==> config.mk <==
export PLATFORM = sky130hd
export DESIGN_NAME = parallel_config_load_port
export DESIGN_NICKNAME = d
export VERILOG_FILES = /design/src/rtl/pcl_pkg.sv /design/src/rtl/parallel_config_load_port.sv /design/src/rtl/pcl_word_fifo.sv
export SDC_FILE = /design/constraint.sdc
export NUM_CORES = 1
export LEC_CHECK = 0
export BUFFER_PORTS_ARGS = -buffer_cell sky130_fd_sc_hd__buf_2
export CORE_UTILIZATION = 46
export CTS_BUF_LIST = sky130_fd_sc_hd__clkbuf_4 sky130_fd_sc_hd__clkbuf_8
export DETAILED_ROUTE_END_ITERATION = 10
export PLACE_DENSITY = 0.74
export SYNTH_ARGS = -nofsm -noshare
export SYNTH_HDL_FRONTEND = slang
export SYNTH_HIERARCHICAL = 1
export SYNTH_SLANG_ARGS = --single-unit
export TNS_END_PERCENT = 5
==> constraint.sdc <==
create_clock -name sys_clk_in -period 3.8 [get_ports sys_clk_in]
set_input_delay 0.19 -clock sys_clk_in [delete_from_list [all_inputs] [get_ports sys_clk_in]]
set_output_delay 0.19 -clock sys_clk_in [all_outputs]
set_load 0.05 [all_outputs]
==> src/rtl/pcl_pkg.sv <==
/*
 * shared constants, carriers and states of the parallel configuration load port.
 * assumes a 25 MHz system clock; every pin-side signal is synchronised inside the load port.
 */
package pcl_pkg;

    // system clock
    localparam int unsigned SYS_CLK_NS = 40;

    // request low to flags low, longest time
    localparam int unsigned REQ_TO_LOW_NS = 600;
    localparam int unsigned REQ_TO_LOW_CYC = REQ_TO_LOW_NS / SYS_CLK_NS;

    // status low pulse, least and longest
    localparam int unsigned STATUS_LOW_MIN_US = 268;
    localparam int unsigned STATUS_LOW_CYC = (STATUS_LOW_MIN_US * 1000 + SYS_CLK_NS - 1) / SYS_CLK_NS;
    localparam int unsigned STATUS_LOW_MAX_US = 1506;
    localparam int unsigned STATUS_MAX_CYC = (STATUS_LOW_MAX_US * 1000) / SYS_CLK_NS;

    // load complete to user mode on the internal oscillator
    localparam int unsigned INIT_MIN_US = 175;
    localparam int unsigned INIT_OSC_CYC = (INIT_MIN_US * 1000 + SYS_CLK_NS - 1) / SYS_CLK_NS;
    localparam int unsigned INIT_MAX_US = 437;
    localparam int unsigned INIT_MAX_CYC = (INIT_MAX_US * 1000) / SYS_CLK_NS;

    // user init clock: enable delay and cycle count
    localparam int unsigned CFG_CLK_MIN_PERIOD_NS = 10;
    localparam int unsigned CD2CU_PERIODS = 4;
    localparam int unsigned CD2CU_RAW = (CD2CU_PERIODS * CFG_CLK_MIN_PERIOD_NS + SYS_CLK_NS - 1)
                                        / SYS_CLK_NS;
    localparam int unsigned CD2CU_CYC = (CD2CU_RAW < 1) ? 1 : CD2CU_RAW;
    localparam int unsigned USER_INIT_CLKS = 8576;

    // data width selection codes
    localparam logic [1:0] WIDTH_8 = 2'h0;
    localparam logic [1:0] WIDTH_16 = 2'h1;
    localparam logic [1:0] WIDTH_32 = 2'h2;

    // clock-to-data ratios
    localparam logic [3:0] RATIO_PLAIN = 4'h1;
    localparam logic [3:0] RATIO_SECURE = 4'h4;
    localparam logic [3:0] RATIO_DECOMP = 4'h8;

    // fifo shape
    localparam int unsigned WORD_W = 32;
    localparam int unsigned FIFO_DEPTH = 16;

    // host-driven link pins
    typedef struct packed {
        logic request_n;
        logic clk;
        logic [31:0] data;
    } link_in_t;

    // mode straps
    typedef struct packed {
        logic [1:0] width;
        logic decompress;
        logic security;
        logic use_user;
    } straps_t;

    typedef enum logic [8:0] {
        ST_STATUS_LOW = 9'h001,
        ST_RELEASE = 9'h002,
        ST_LOAD = 9'h004,
        ST_TRAIL = 9'h008,
        ST_DONE = 9'h010,
        ST_INIT_OSC = 9'h020,
        ST_INIT_USR = 9'h040,
        ST_USER = 9'h080,
        ST_ERROR = 9'h100
    } state_t;

    // ratio from decompression and security options
    function automatic logic [3:0] ratio_of(input logic decompress, input logic security);
        ratio_of = decompress ? RATIO_DECOMP : (security ? RATIO_SECURE : RATIO_PLAIN);
    endfunction : ratio_of

    // index of the last lane in a 32-bit word
    function automatic logic [1:0] last_lane_of(input logic [1:0] width);
        last_lane_of = (width == WIDTH_8) ? 2'h3 : ((width == WIDTH_16) ? 2'h1 : 2'h0);
    endfunction : last_lane_of

endpackage : pcl_pkg

==> src/rtl/parallel_config_load_port.sv <==
/*
 * parallel configuration load port, device side: samples host pins, assembles
 * configuration words into a fifo and runs status, load-complete and init sequencing.
 * assumes host pins are asynchronous and the host clock is far slower than sys_clk_in.
 */
`timescale 1ns/10ps
// Notes on behaviour
// - ratio 1, 4 or 8 by options
// - narrow modes use only low data lines
// - request low drops load-complete within 600 ns
// - request low drops status within 600 ns
// - status stays low 268 to 1506 us
// - status released within 1506 us of request
// - internal oscillator: user mode 175-437 us later
// - user clock: 4 periods, then 8576 clocks
// - user mode flags high; request low restarts
module parallel_config_load_port #(
    parameter int unsigned STATUS_LOW_CYC_P = pcl_pkg::STATUS_LOW_CYC,
    parameter int unsigned STATUS_MAX_CYC_P = pcl_pkg::STATUS_MAX_CYC,
    parameter int unsigned INIT_OSC_CYC_P = pcl_pkg::INIT_OSC_CYC,
    parameter int unsigned USER_INIT_CLKS_P = pcl_pkg::USER_INIT_CLKS
) (
    input wire logic sys_clk_in, // 25 MHz system clock
    input wire logic reset_in, // synchronous reset, power-up
    input wire pcl_pkg::link_in_t link_in, // request_n, cfg_clock, data pins
    input wire pcl_pkg::straps_t straps_in, // width and option straps
    input wire logic [31:0] image_words_in, // words per image, same clock
    input wire logic status_n_in, // level of the status wire
    output logic status_n_out, // status drive value, always low
    output logic status_n_oe_out, // high while pulling status low
    output logic load_done_out, // load-complete flag
    output logic user_mode_out, // device in user mode
    output logic error_out, // word lost, fifo full
    input wire logic user_init_clock_in, // optional init clock pin
    output logic [31:0] word_data_out, // assembled configuration word
    output logic word_valid_out, // word available
    input wire logic word_ready_in // sink takes word
);
    import pcl_pkg::*;

    localparam int SYNC_W = 41;
    localparam int REQ_LAT_MAX = 12;

    logic [SYNC_W-1:0] sync1_q;
    logic [SYNC_W-1:0] sync2_q;
    link_in_t link_s;
    straps_t straps_s;
    logic status_s;
    logic uclk_s;
    logic cclk_prev_q;
    logic uclk_prev_q;
    logic cclk_rise;
    logic cclk_fall;
    logic uclk_rise;
    state_t st_q;
    state_t st_d;
    straps_t mode_q;
    logic [3:0] ratio_q;
    logic [3:0] phase_q;
    logic [1:0] lane_q;
    logic [1:0] lane_last;
    logic [31:0] word_q;
    logic [31:0] word_next;
    logic [31:0] words_q;
    logic [31:0] timer_q;
    logic [1:0] falls_q;
    logic [13:0] uclk_q;
    logic sample;
    logic word_end;
    logic last_word;
    logic uclk_go;
    logic fifo_in_ready;

    // two-flop synchroniser for every pin
    always_ff @(posedge sys_clk_in) begin
        if (reset_in) begin
            sync1_q <= '1;
            sync2_q <= '1;
        end else begin
            sync1_q <= {link_in, status_n_in, user_init_clock_in, straps_in};
            sync2_q <= sync1_q;
        end
    end
    assign {link_s, status_s, uclk_s, straps_s} = sync2_q;

    // edge finders on the synchronised clocks
    always_ff @(posedge sys_clk_in) begin
        if (reset_in) begin
            cclk_prev_q <= 1'b1;
            uclk_prev_q <= 1'b1;
        end else begin
            cclk_prev_q <= link_s.clk;
            uclk_prev_q <= uclk_s;
        end
    end
    assign cclk_rise = link_s.clk && !cclk_prev_q;
    assign cclk_fall = !link_s.clk && cclk_prev_q;
    assign uclk_rise = uclk_s && !uclk_prev_q;

    // sampling decisions
    assign lane_last = last_lane_of(mode_q.width);
    assign sample = (st_q == ST_LOAD) && cclk_rise && (phase_q == 4'h0);
    assign word_end = sample && (lane_q == lane_last);
    assign last_word = (words_q == image_words_in - 32'h1);
    assign uclk_go = (timer_q >= CD2CU_CYC);

    // lane merge, narrow modes read only the low lines
    always_comb begin
        word_next = word_q;
        case (mode_q.width)
            WIDTH_8: word_next[lane_q*8 +: 8] = link_s.data[7:0];
            WIDTH_16: word_next[lane_q[0]*16 +: 16] = link_s.data[15:0];
            default: word_next = link_s.data;
        endcase
    end

    // sequencer next state
    always_comb begin
        st_d = st_q;
        case (st_q)
            ST_STATUS_LOW: begin
                if (link_s.request_n && timer_q >= STATUS_LOW_CYC_P - 1) begin
                    st_d = ST_RELEASE;
                end
            end
            ST_RELEASE: begin
                if (status_s) begin
                    st_d = ST_LOAD;
                end
            end
            ST_LOAD: begin
                if (word_end) begin
                    if (!fifo_in_ready) begin
                        st_d = ST_ERROR;
                    end else if (last_word) begin
                        st_d = (ratio_q == RATIO_PLAIN) ? ST_DONE : ST_TRAIL;
                    end
                end
            end
            ST_TRAIL: begin
                if (cclk_rise && phase_q == ratio_q - 4'h1) begin
                    st_d = ST_DONE;
                end
            end
            ST_DONE: begin
                if (cclk_fall && falls_q == 2'h1) begin
                    st_d = mode_q.use_user ? ST_INIT_USR : ST_INIT_OSC;
                end
            end
            ST_INIT_OSC: begin
                if (timer_q >= INIT_OSC_CYC_P - 1) begin
                    st_d = ST_USER;
                end
            end
            ST_INIT_USR: begin
                if (uclk_go && uclk_rise && uclk_q == USER_INIT_CLKS_P - 1) begin
                    st_d = ST_USER;
                end
            end
            ST_USER: st_d = ST_USER;
            ST_ERROR: st_d = ST_ERROR;
            default: st_d = ST_STATUS_LOW;
        endcase
        if (!link_s.request_n) begin
            st_d = ST_STATUS_LOW;
        end
    end

    // state register
    always_ff @(posedge sys_clk_in) begin
        if (reset_in) begin
            st_q <= ST_STATUS_LOW;
        end else begin
            st_q <= st_d;
        end
    end

    // state timer, restarted on each change and while request is low
    always_ff @(posedge sys_clk_in) begin
        if (reset_in || st_d != st_q || !link_s.request_n) begin
            timer_q <= '0;
        end else if (timer_q != 32'hFFFFFFFF) begin
            timer_q <= timer_q + 32'h1;
        end
    end

    // mode latched as loading begins
    always_ff @(posedge sys_clk_in) begin
        if (reset_in) begin
            mode_q <= '0;
            ratio_q <= RATIO_PLAIN;
        end else if (st_q == ST_RELEASE && st_d == ST_LOAD) begin
            mode_q <= straps_s;
            ratio_q <= ratio_of(straps_s.decompress, straps_s.security);
        end
    end

    // phase within ratio, lane within word, word assembly
    always_ff @(posedge sys_clk_in) begin
        if (reset_in || st_q == ST_RELEASE) begin
            phase_q <= '0;
            lane_q <= '0;
            word_q <= '0;
            words_q <= '0;
        end else begin
            if (cclk_rise && (st_q == ST_LOAD || st_q == ST_TRAIL)) begin
                phase_q <= (phase_q == ratio_q - 4'h1) ? 4'h0 : phase_q + 4'h1;
            end
            if (sample) begin
                word_q <= word_next;
                lane_q <= (lane_q == lane_last) ? 2'h0 : lane_q + 2'h1;
            end
            if (word_end && fifo_in_ready) begin
                words_q <= words_q + 32'h1;
            end
        end
    end

    // falling edges after completion and user clock count
    always_ff @(posedge sys_clk_in) begin
        if (reset_in || st_q != st_d) begin
            falls_q <= '0;
            uclk_q <= '0;
        end else begin
            if (st_q == ST_DONE && cclk_fall) begin
                falls_q <= falls_q + 2'h1;
            end
            if (st_q == ST_INIT_USR && uclk_go && uclk_rise) begin
                uclk_q <= uclk_q + 14'h1;
            end
        end
    end

    // pin-side flags from flip-flops
    always_ff @(posedge sys_clk_in) begin
        if (reset_in) begin
            status_n_oe_out <= 1'b1;
            load_done_out <= 1'b0;
            user_mode_out <= 1'b0;
            error_out <= 1'b0;
        end else begin
            status_n_oe_out <= (st_d == ST_STATUS_LOW) || (st_d == ST_ERROR);
            load_done_out <= (st_d == ST_DONE) || (st_d == ST_INIT_OSC)
                             || (st_d == ST_INIT_USR) || (st_d == ST_USER);
            user_mode_out <= (st_d == ST_USER);
            error_out <= (st_d == ST_ERROR);
        end
    end
    assign status_n_out = 1'b0;

    // word buffer toward the configuration sink
    pcl_word_fifo #(
        .WIDTH(WORD_W),
        .DEPTH(FIFO_DEPTH)
    ) u_fifo (
        .clk_in(sys_clk_in),
        .reset_in(reset_in),
        .in_data_in(word_next),
        .in_valid_in(word_end),
        .in_ready_out(fifo_in_ready),
        .out_data_out(word_data_out),
        .out_valid_out(word_valid_out),
        .out_ready_in(word_ready_in)
    );

    // helper counters for the checks below
    logic [31:0] rises_q;
    logic [31:0] low_cnt_q;
    logic [31:0] rel_cnt_q;
    logic [31:0] done_cnt_q;
    always_ff @(posedge sys_clk_in) begin
        if (reset_in) begin
            rises_q <= '0;
            low_cnt_q <= '0;
            rel_cnt_q <= '0;
            done_cnt_q <= '0;
        end else begin
            rises_q <= (word_end || st_q != ST_LOAD) ? '0 : rises_q + 32'(cclk_rise);
            low_cnt_q <= status_n_oe_out ? low_cnt_q + 32'h1 : '0;
            rel_cnt_q <= (status_n_oe_out && link_s.request_n && !error_out)
                         ? rel_cnt_q + 32'h1 : '0;
            done_cnt_q <= load_done_out ? done_cnt_q + 32'h1 : '0;
        end
    end
endmodule : parallel_config_load_port

==> src/rtl/pcl_word_fifo.sv <==
/*
 * synchronous word fifo with valid/ready on both sides.
 * assumes one clock and a synchronous active-high reset.
 */
`timescale 1ns/10ps
module pcl_word_fifo #(
    parameter int unsigned WIDTH = 32,
    parameter int unsigned DEPTH = 16
) (
    input wire logic clk_in, // system clock
    input wire logic reset_in, // synchronous reset
    input wire logic [WIDTH-1:0] in_data_in, // word to store
    input wire logic in_valid_in, // word offered
    output logic in_ready_out, // room for a word
    output logic [WIDTH-1:0] out_data_out, // oldest word
    output logic out_valid_out, // a word is held
    input wire logic out_ready_in // sink takes the word
);
    localparam int unsigned AW = $clog2(DEPTH);

    logic [WIDTH-1:0] mem_q [DEPTH];
    logic [AW-1:0] wr_q;
    logic [AW-1:0] rd_q;
    logic [AW:0] count_q;
    logic push;
    logic pop;

    // honest full and empty from the fill count
    assign in_ready_out = (count_q != DEPTH[AW:0]);
    assign out_valid_out = (count_q != '0);
    assign push = in_valid_in && in_ready_out;
    assign pop = out_valid_out && out_ready_in;
    assign out_data_out = mem_q[rd_q];

    // storage
    always_ff @(posedge clk_in) begin
        if (push) begin
            mem_q[wr_q] <= in_data_in;
        end
    end

    // pointers and fill count
    always_ff @(posedge clk_in) begin
        if (reset_in) begin
            wr_q <= '0;
            rd_q <= '0;
            count_q <= '0;
        end else begin
            if (push) begin
                wr_q <= (wr_q == AW'(DEPTH - 1)) ? '0 : wr_q + AW'(1);
            end
            if (pop) begin
                rd_q <= (rd_q == AW'(DEPTH - 1)) ? '0 : rd_q + AW'(1);
            end
            count_q <= count_q + (AW + 1)'(push) - (AW + 1)'(pop);
        end
    end
endmodule : pcl_word_fifo

== Yosys cells after proc, flatten, opt, wreduce, memory -nomap -nowiden ==
Memories as Yosys holds them, arrays and structs flattened. A register that Yosys moved wholly into a read port is not among the register bits.
Cells that the tools add are included.
Storage, ports and cells
  memories: 1
  RAM bits: 512
  register bits: 235
  output and inout bits: 38
  logic and storage cells: 135
Memories
  u_fifo.mem_q: words 16, bits a word 32, rd ports 1, clocked after Yosys merged registers in 1, write ports 1, RTL line pcl_word_fifo.sv:21  | logic [WIDTH-1:0] mem_q [DEPTH];
Operators by class
  $lt $le $gt $ge: 3
  equal/unequal tests: 29
  reduce and logical (&&, ||, !) cells: 34
  multiplexer cells: 28
  add/sub/neg operators: 14
  shift operators: 4
Operators by type and width (count)
  $mux 9: 10
  $pmux 9 s9: 1
  $neg 5->34: 2
  $add 32x1->32 const B: 2
  $bwmux 32: 2
  $ge 32x13->1 const B: 2
  $pmux 32 s2: 1
  $shift 16x34->32 const A: 1
  $shift 8x34->32 const A: 1
  $shiftx 16x34->32: 1
  $shiftx 8x34->32: 1
  $eq 32x32->1: 1
  $ge 32x1->1 const B: 1
  $ne 32x32->1 const B: 1
  $sub 32x1->32 const B: 1
  $mux 4: 6
  $eq 9x1->1 const B: 2
  $eq 9x3->1 const B: 2
  $eq 9x5->1 const B: 2
  $eq 9x6->1 const B: 2
  $eq 9x7->1 const B: 2
  $eq 9x8->1 const B: 2
  $eq 9x9->1 const B: 2
  $logic_and 1x1->1: 18
  other kinds (26): 46

== Depth between registers and ports, before layout ==
  depth in word-level cells: 12
  mapped depth: 16
  mapped depth without buffers: 16

== By module ==
The synthesis kept the hierarchy.
Modules (own cells, without submodules)
  pcl_word_fifo: seq. area each 15715.1 um^2, times used 1, cells an instance 890, area each 20026.7 um^2
  parallel_config_load_port: seq. area each 4424.2 um^2, times used 1, cells an instance 1307, area each 10804.1 um^2

== Worst setup path after synthesis ==
No wires, ideal clock.
  path kind: register to register
  from: register st_q[5]
  to: memory u_fifo.mem_q[8][0], enable pin
  required time: 3.408 ns
  cell stages (with the launch flop): 10
  setup slack: 0.356 ns
  arrival: 3.052 ns
  path through: dfxtp_1 buf_2 nor4_4 nand3b_1 nor4b_4 nand2_1 inv_1 nand2_1 nor3b_1 and2_1
On the way
  longest elaborated chain between the ends: 7
RTL lines
  from (decl): RTL line parallel_config_load_port.sv:55  | state_t st_q;
  from (signal assigned): RTL line parallel_config_load_port.sv:174  | st_q <= st_d;
  $eq 9x3->1: RTL line parallel_config_load_port.sv:102  | assign sample = (st_q == ST_LOAD) && cclk_rise && (phase_q == 4'h0);
  $logic_and 1x1->1 (2 in a row): RTL line parallel_config_load_port.sv:102
  $logic_and 1x1->1: RTL line parallel_config_load_port.sv:103  | assign word_end = sample && (lane_q == lane_last);
  named net word_end: RTL line parallel_config_load_port.sv:69  | logic word_end;
  $logic_and 1x1->1: RTL line pcl_word_fifo.sv:31  | assign push = in_valid_in && in_ready_out;
  $mux 1: RTL line pcl_word_fifo.sv:37  | if (push) begin
  $mux 1 (not written as such): RTL line pcl_word_fifo.sv:38  | mem_q[wr_q] <= in_data_in;
  to (decl): RTL line pcl_word_fifo.sv:21
The timed path passes the listed nets, and every way through them passes these cells.

== Worst setup path after layout ==
  from: register st_q[0]
  to: register u_fifo.count_q[4]
On the way
  longest elaborated chain between the ends: 7
RTL lines
  $eq 9x3->1: RTL line parallel_config_load_port.sv:102
  $logic_and 1x1->1 (2 in a row): RTL line parallel_config_load_port.sv:102
  $logic_and 1x1->1: RTL line parallel_config_load_port.sv:103
  named net word_end: RTL line parallel_config_load_port.sv:69
  $logic_and 1x1->1: RTL line pcl_word_fifo.sv:31
  $add 5x1->5: RTL line pcl_word_fifo.sv:55  | count_q <= count_q + (AW + 1)'(push) - (AW + 1)'(pop);
  $sub 5x1->5: RTL line pcl_word_fifo.sv:55
  to (signal assigned): RTL line pcl_word_fifo.sv:55
  to (decl): RTL line pcl_word_fifo.sv:24  | logic [AW:0] count_q;
The timed path passes the listed nets, and every way through them passes these cells.
A chain may end at the register's enable or synchronous reset.

==> reports/summary.txt <==
# DRC - 3
CTS Sinks - 750
Area Growth Syn to Fin - 15.68%
Leakage - 12.09 nW
# setup viols final - 0
Gr ovfl total - 0
Most used cell, CP - inv_1
RSZ-0062 raised after global routing - false
Syn Nets - 2301
Antenna-violating nets left - 0
Crit. End Element - register
Critical path class - register to register
Core outline area - 65980 um^2
Num CTS Buffers - 116
TNS Setup - 0 ns
Fmax - 0.2820 GHz
Die X - 260.9 um
Netlist cell types - 82
M1 WL - 29.16 mm
Metal3 WL - 4.795 mm
Vias in the first global route - 19190
Mapped Avg Cell Area - 14.03 um^2
WP buf/inv - 3
DIE AREA - 68060 um^2
Final GP Congestion - 0.8759
Reg2Reg Setup Slack - 0.25 ns
Layout cells sized above 1 - 25.35%
Root Buffer - clkbuf_8
Slowest stage delay, CP - 0.48 ns
Std-Cell Rows - 94
Synth area leader - edfxtp_1
Failing checks - DRC
Critical path arrival - 4.12 ns
Fin. max-slew vios - 0
RR Startpoint - st_q[0]
Reg2Reg Depth - 15
Ys flop type - edfxtp_1
CTS HTree Levels - 3
Worst vdd ir - 0.0003033 V
Minimum clock period - 3.547 ns
DRT iter0 DRCs - 1842
Vias - 19210
Worst Tran Pin Value - 0.9786 ns
Register bit total from synthesis - 750
Clock slew seen by the registers of the worst setup and hold paths - 0.06 ns
Crit-path cells - nor4_4 -> nand3b_1 -> nor4b_4 -> nand2_1 -> inv_1 -> nand2_1 -> ha_1 -> inv_1 -> ha_1 -> inv_1 -> fa_1 -> nor2b_1 -> o21bai_1 -> a21oi_1 -> nor3b_1
Hold Path Cell Cnt - 3
Global-route wire length before repair - 108.6 mm
Hold path endpoint - sync1_q[6]
Crit-path slowest cell - nor4_4
Yosys warnings - 6
Power Dens Cells - 491.0 nW/um^2
IO Port Bufs - 112
Outcome - complete, but fails checks
Final Hold Fails - 0
Layout fillers - 5226
Largest net degree at the start of global routing - 63
Post-synth EDFFs - 512
Routed len/inst - 20.90 um
Die H - 260.9 um
Post-synthesis sequential area ratio - 65.32%
Top cells by area, synth - edfxtp_1 50%, dfxtp_1 15%, mux4_2 9.4%
Nets@finish - 2550
Worst endpoint required time - 4.38 ns
WHS - 0.1753 ns
CTS tree - built
Post-synthesis cell count - 2197
Element type at the critical path start - register
First-pass DRT Iterations - 9
HP Class - primary input to register
I/O pins - 114
Worst-path fanout max - 8
Skew final - 0.04823 ns
Total GRT Usage - 20.94%
Max Used Layer - met4
Hold path start - status_n_in
Maxcap violations - 0
Total wire length - 71.07 mm
Share of synthesized flip-flops with an asynchronous set or reset - 0%
Met2 wire len - 35.76 mm
Initial core utilization - 46.73%
Initial antenna violation count - 1
Via-to-Cell Ratio - 5.647
Post-Syn Area - 30830 um^2
DP Wirelength - 44.81 mm
Post-synth top area share - 49.87%
Worst skew pair latency - 0.72 ns
Clock Path Buffers - 3
Design Power - 17.51 mW
Reg-to-Reg End - u_fifo/count_q[4]
Final critical-path share of the clock period - 93.33%
Normalized max-slew margin - 34.62%
CP delay by family, top - simple AND/OR/NAND/NOR gates
[worst register-to-register path, delay by kind of cell (launching register included)]
family	cells	cell delay [ns]
buffers and inverters	3	0.23
DFF	1	0.36
AOI/OAI and AO/OA	2	0.28
and+or+nand+nor	7	1.62
adders and majority gates	3	0.90
[power by group]
part / internal [mW] / switching (mW) / total (mW)
logic: 0.994 / 1.15 / 2.15
clock network: 3.49 / 3.01 / 6.50
registers: 8.71 / 0.149 / 8.86
total: 13.2 / 4.31 / 17.5
[worst max-delay path by stage]
stage             from            endpoint  slack, ns  cells past startpoint
6_report       st_q[0]   u_fifo/count_q[4]       0.25                     15
5_1_grt        st_q[5]   u_fifo/count_q[4]       0.04                     15
4_1_cts        st_q[5]   u_fifo/count_q[4]       0.18                     15
3_5_place_dp   st_q[5]   u_fifo/count_q[4]       0.22                     15
3_3_place_gp   st_q[5]   u_fifo/count_q[4]       0.31                     15
2_1_floorplan  st_q[5]  u_fifo/mem_q[8][0]       0.36                      9
[kinds of logic after synthesis]
| family | synth area share (%) |
|---|---|
| AOI/OAI and AO/OA | 6.351 |
| DFF | 65.32 |
| buffers and inverters | 2.037 |
| muxes | 9.809 |
| other | 0.01216 |
| and+or+nand+nor | 12.18 |
| adders and majority gates | 1.161 |
| xor gates and xnor gates | 3.125 |
[synth_stat cells, types with 34 or more instances]
library cell,number
o21ai_0,44
nand3_1,47
a21oi_1,86
mux4_2,128
nor2_1,140
xnor2_1,69
dfxtp_1,238
clkbuf_1,68
a22oi_1,83
inv_1,39
or2_2,90
edfxtp_1,512
xor2_1,41
nor3_1,34
nand2_1,210
[routing by layer]
layer / up-vias / GRT usage (%)
met1: 9535 / 27.05
met2: 750 / 35.91
met3: 110 / 3.885
met5: - / 0
met4: 0 / 6.092
li1: 8810 / -
[cell type report]
| type | instances | area, um^2 | area share, % |
|---|---|---|---|
| clock buffer | 156 | 1922 | 5.389 |
| clock inverter | 52 | 345.3 | 0.9682 |
| multi-input combinational | 1300 | 10110 | 28.35 |
| inverter | 39 | 146.4 | 0.4105 |
| sequential | 750 | 20150 | 56.49 |
| antenna | 1 | 2.502 | 0.007016 |
| tap | 864 | 1081 | 3.031 |
| timing repair buffer | 239 | 1909 | 5.353 |
[placed cells by master (no fill, tap or decap), types with 10 or more instances in the layout]
cell and count:
nor3b_1 13, buf_2 112, mux2i_1 13, xor2_1 41, nor2_1 139, nor4_1 19
a21oi_1 86, xnor2_1 69, or3_1 27, clkbuf_8 120, or2_2 90, a22oi_1 83
o22ai_1 10, ha_1 27, nor2b_1 11, buf_4 61, clkbuf_4 36, and4_1 10
nand4_1 23, nand3_1 47, clkinv_2 22, o31ai_1 14, nand2_1 210, buf_12 23
dlygate4sd3_1 43, nor3_1 34, clkinv_1 21, and2_2 12, o21ai_0 44, inv_1 39
edfxtp_1 512, and3_1 22, dfxtp_1 235, mux4_2 128
[repair_timing]
action                                  in CTS  in global routing
gates resized for setup                      0                  0
hold buffers                                43                  0
endpoints found under the setup margin       0                  1
setup buffers                                0                  2
hold endpoints to repair                    50                  0
[state kept, by name (all words and copies together), names as in the netlist, 4 cells and up, named ones only]
| register | count |
|---|---|
| timer_q | 32 |
| u_fifo/count_q | 5 |
| st_q | 9 |
| sync2_q | 41 |
| u_fifo/wr_q | 4 |
| u_fifo/mem_q | 512 |
| u_fifo/rd_q | 4 |
| words_q | 32 |
| phase_q | 4 |
| uclk_q | 14 |
| sync1_q | 41 |
| word_q | 32 |
[metrics by stage]
stage | cells | util, % | area [um^2] | setup WS (ns)
2_1_floorplan | 2197 | - | 30830 | 0.3558
3_3_place_gp | 3147 | 49.94 | 32950 | 0.3127
3_5_place_dp | 3147 | 49.94 | 32950 | 0.2174
4_1_cts | 3398 | 54.03 | 35650 | 0.1811
5_1_grt | 3401 | 54.05 | 35670 | 0.04495
6_report | 3401 | 54.05 | 35670 | 0.2534
Note: power is estimated with default switching activity, not from simulation.
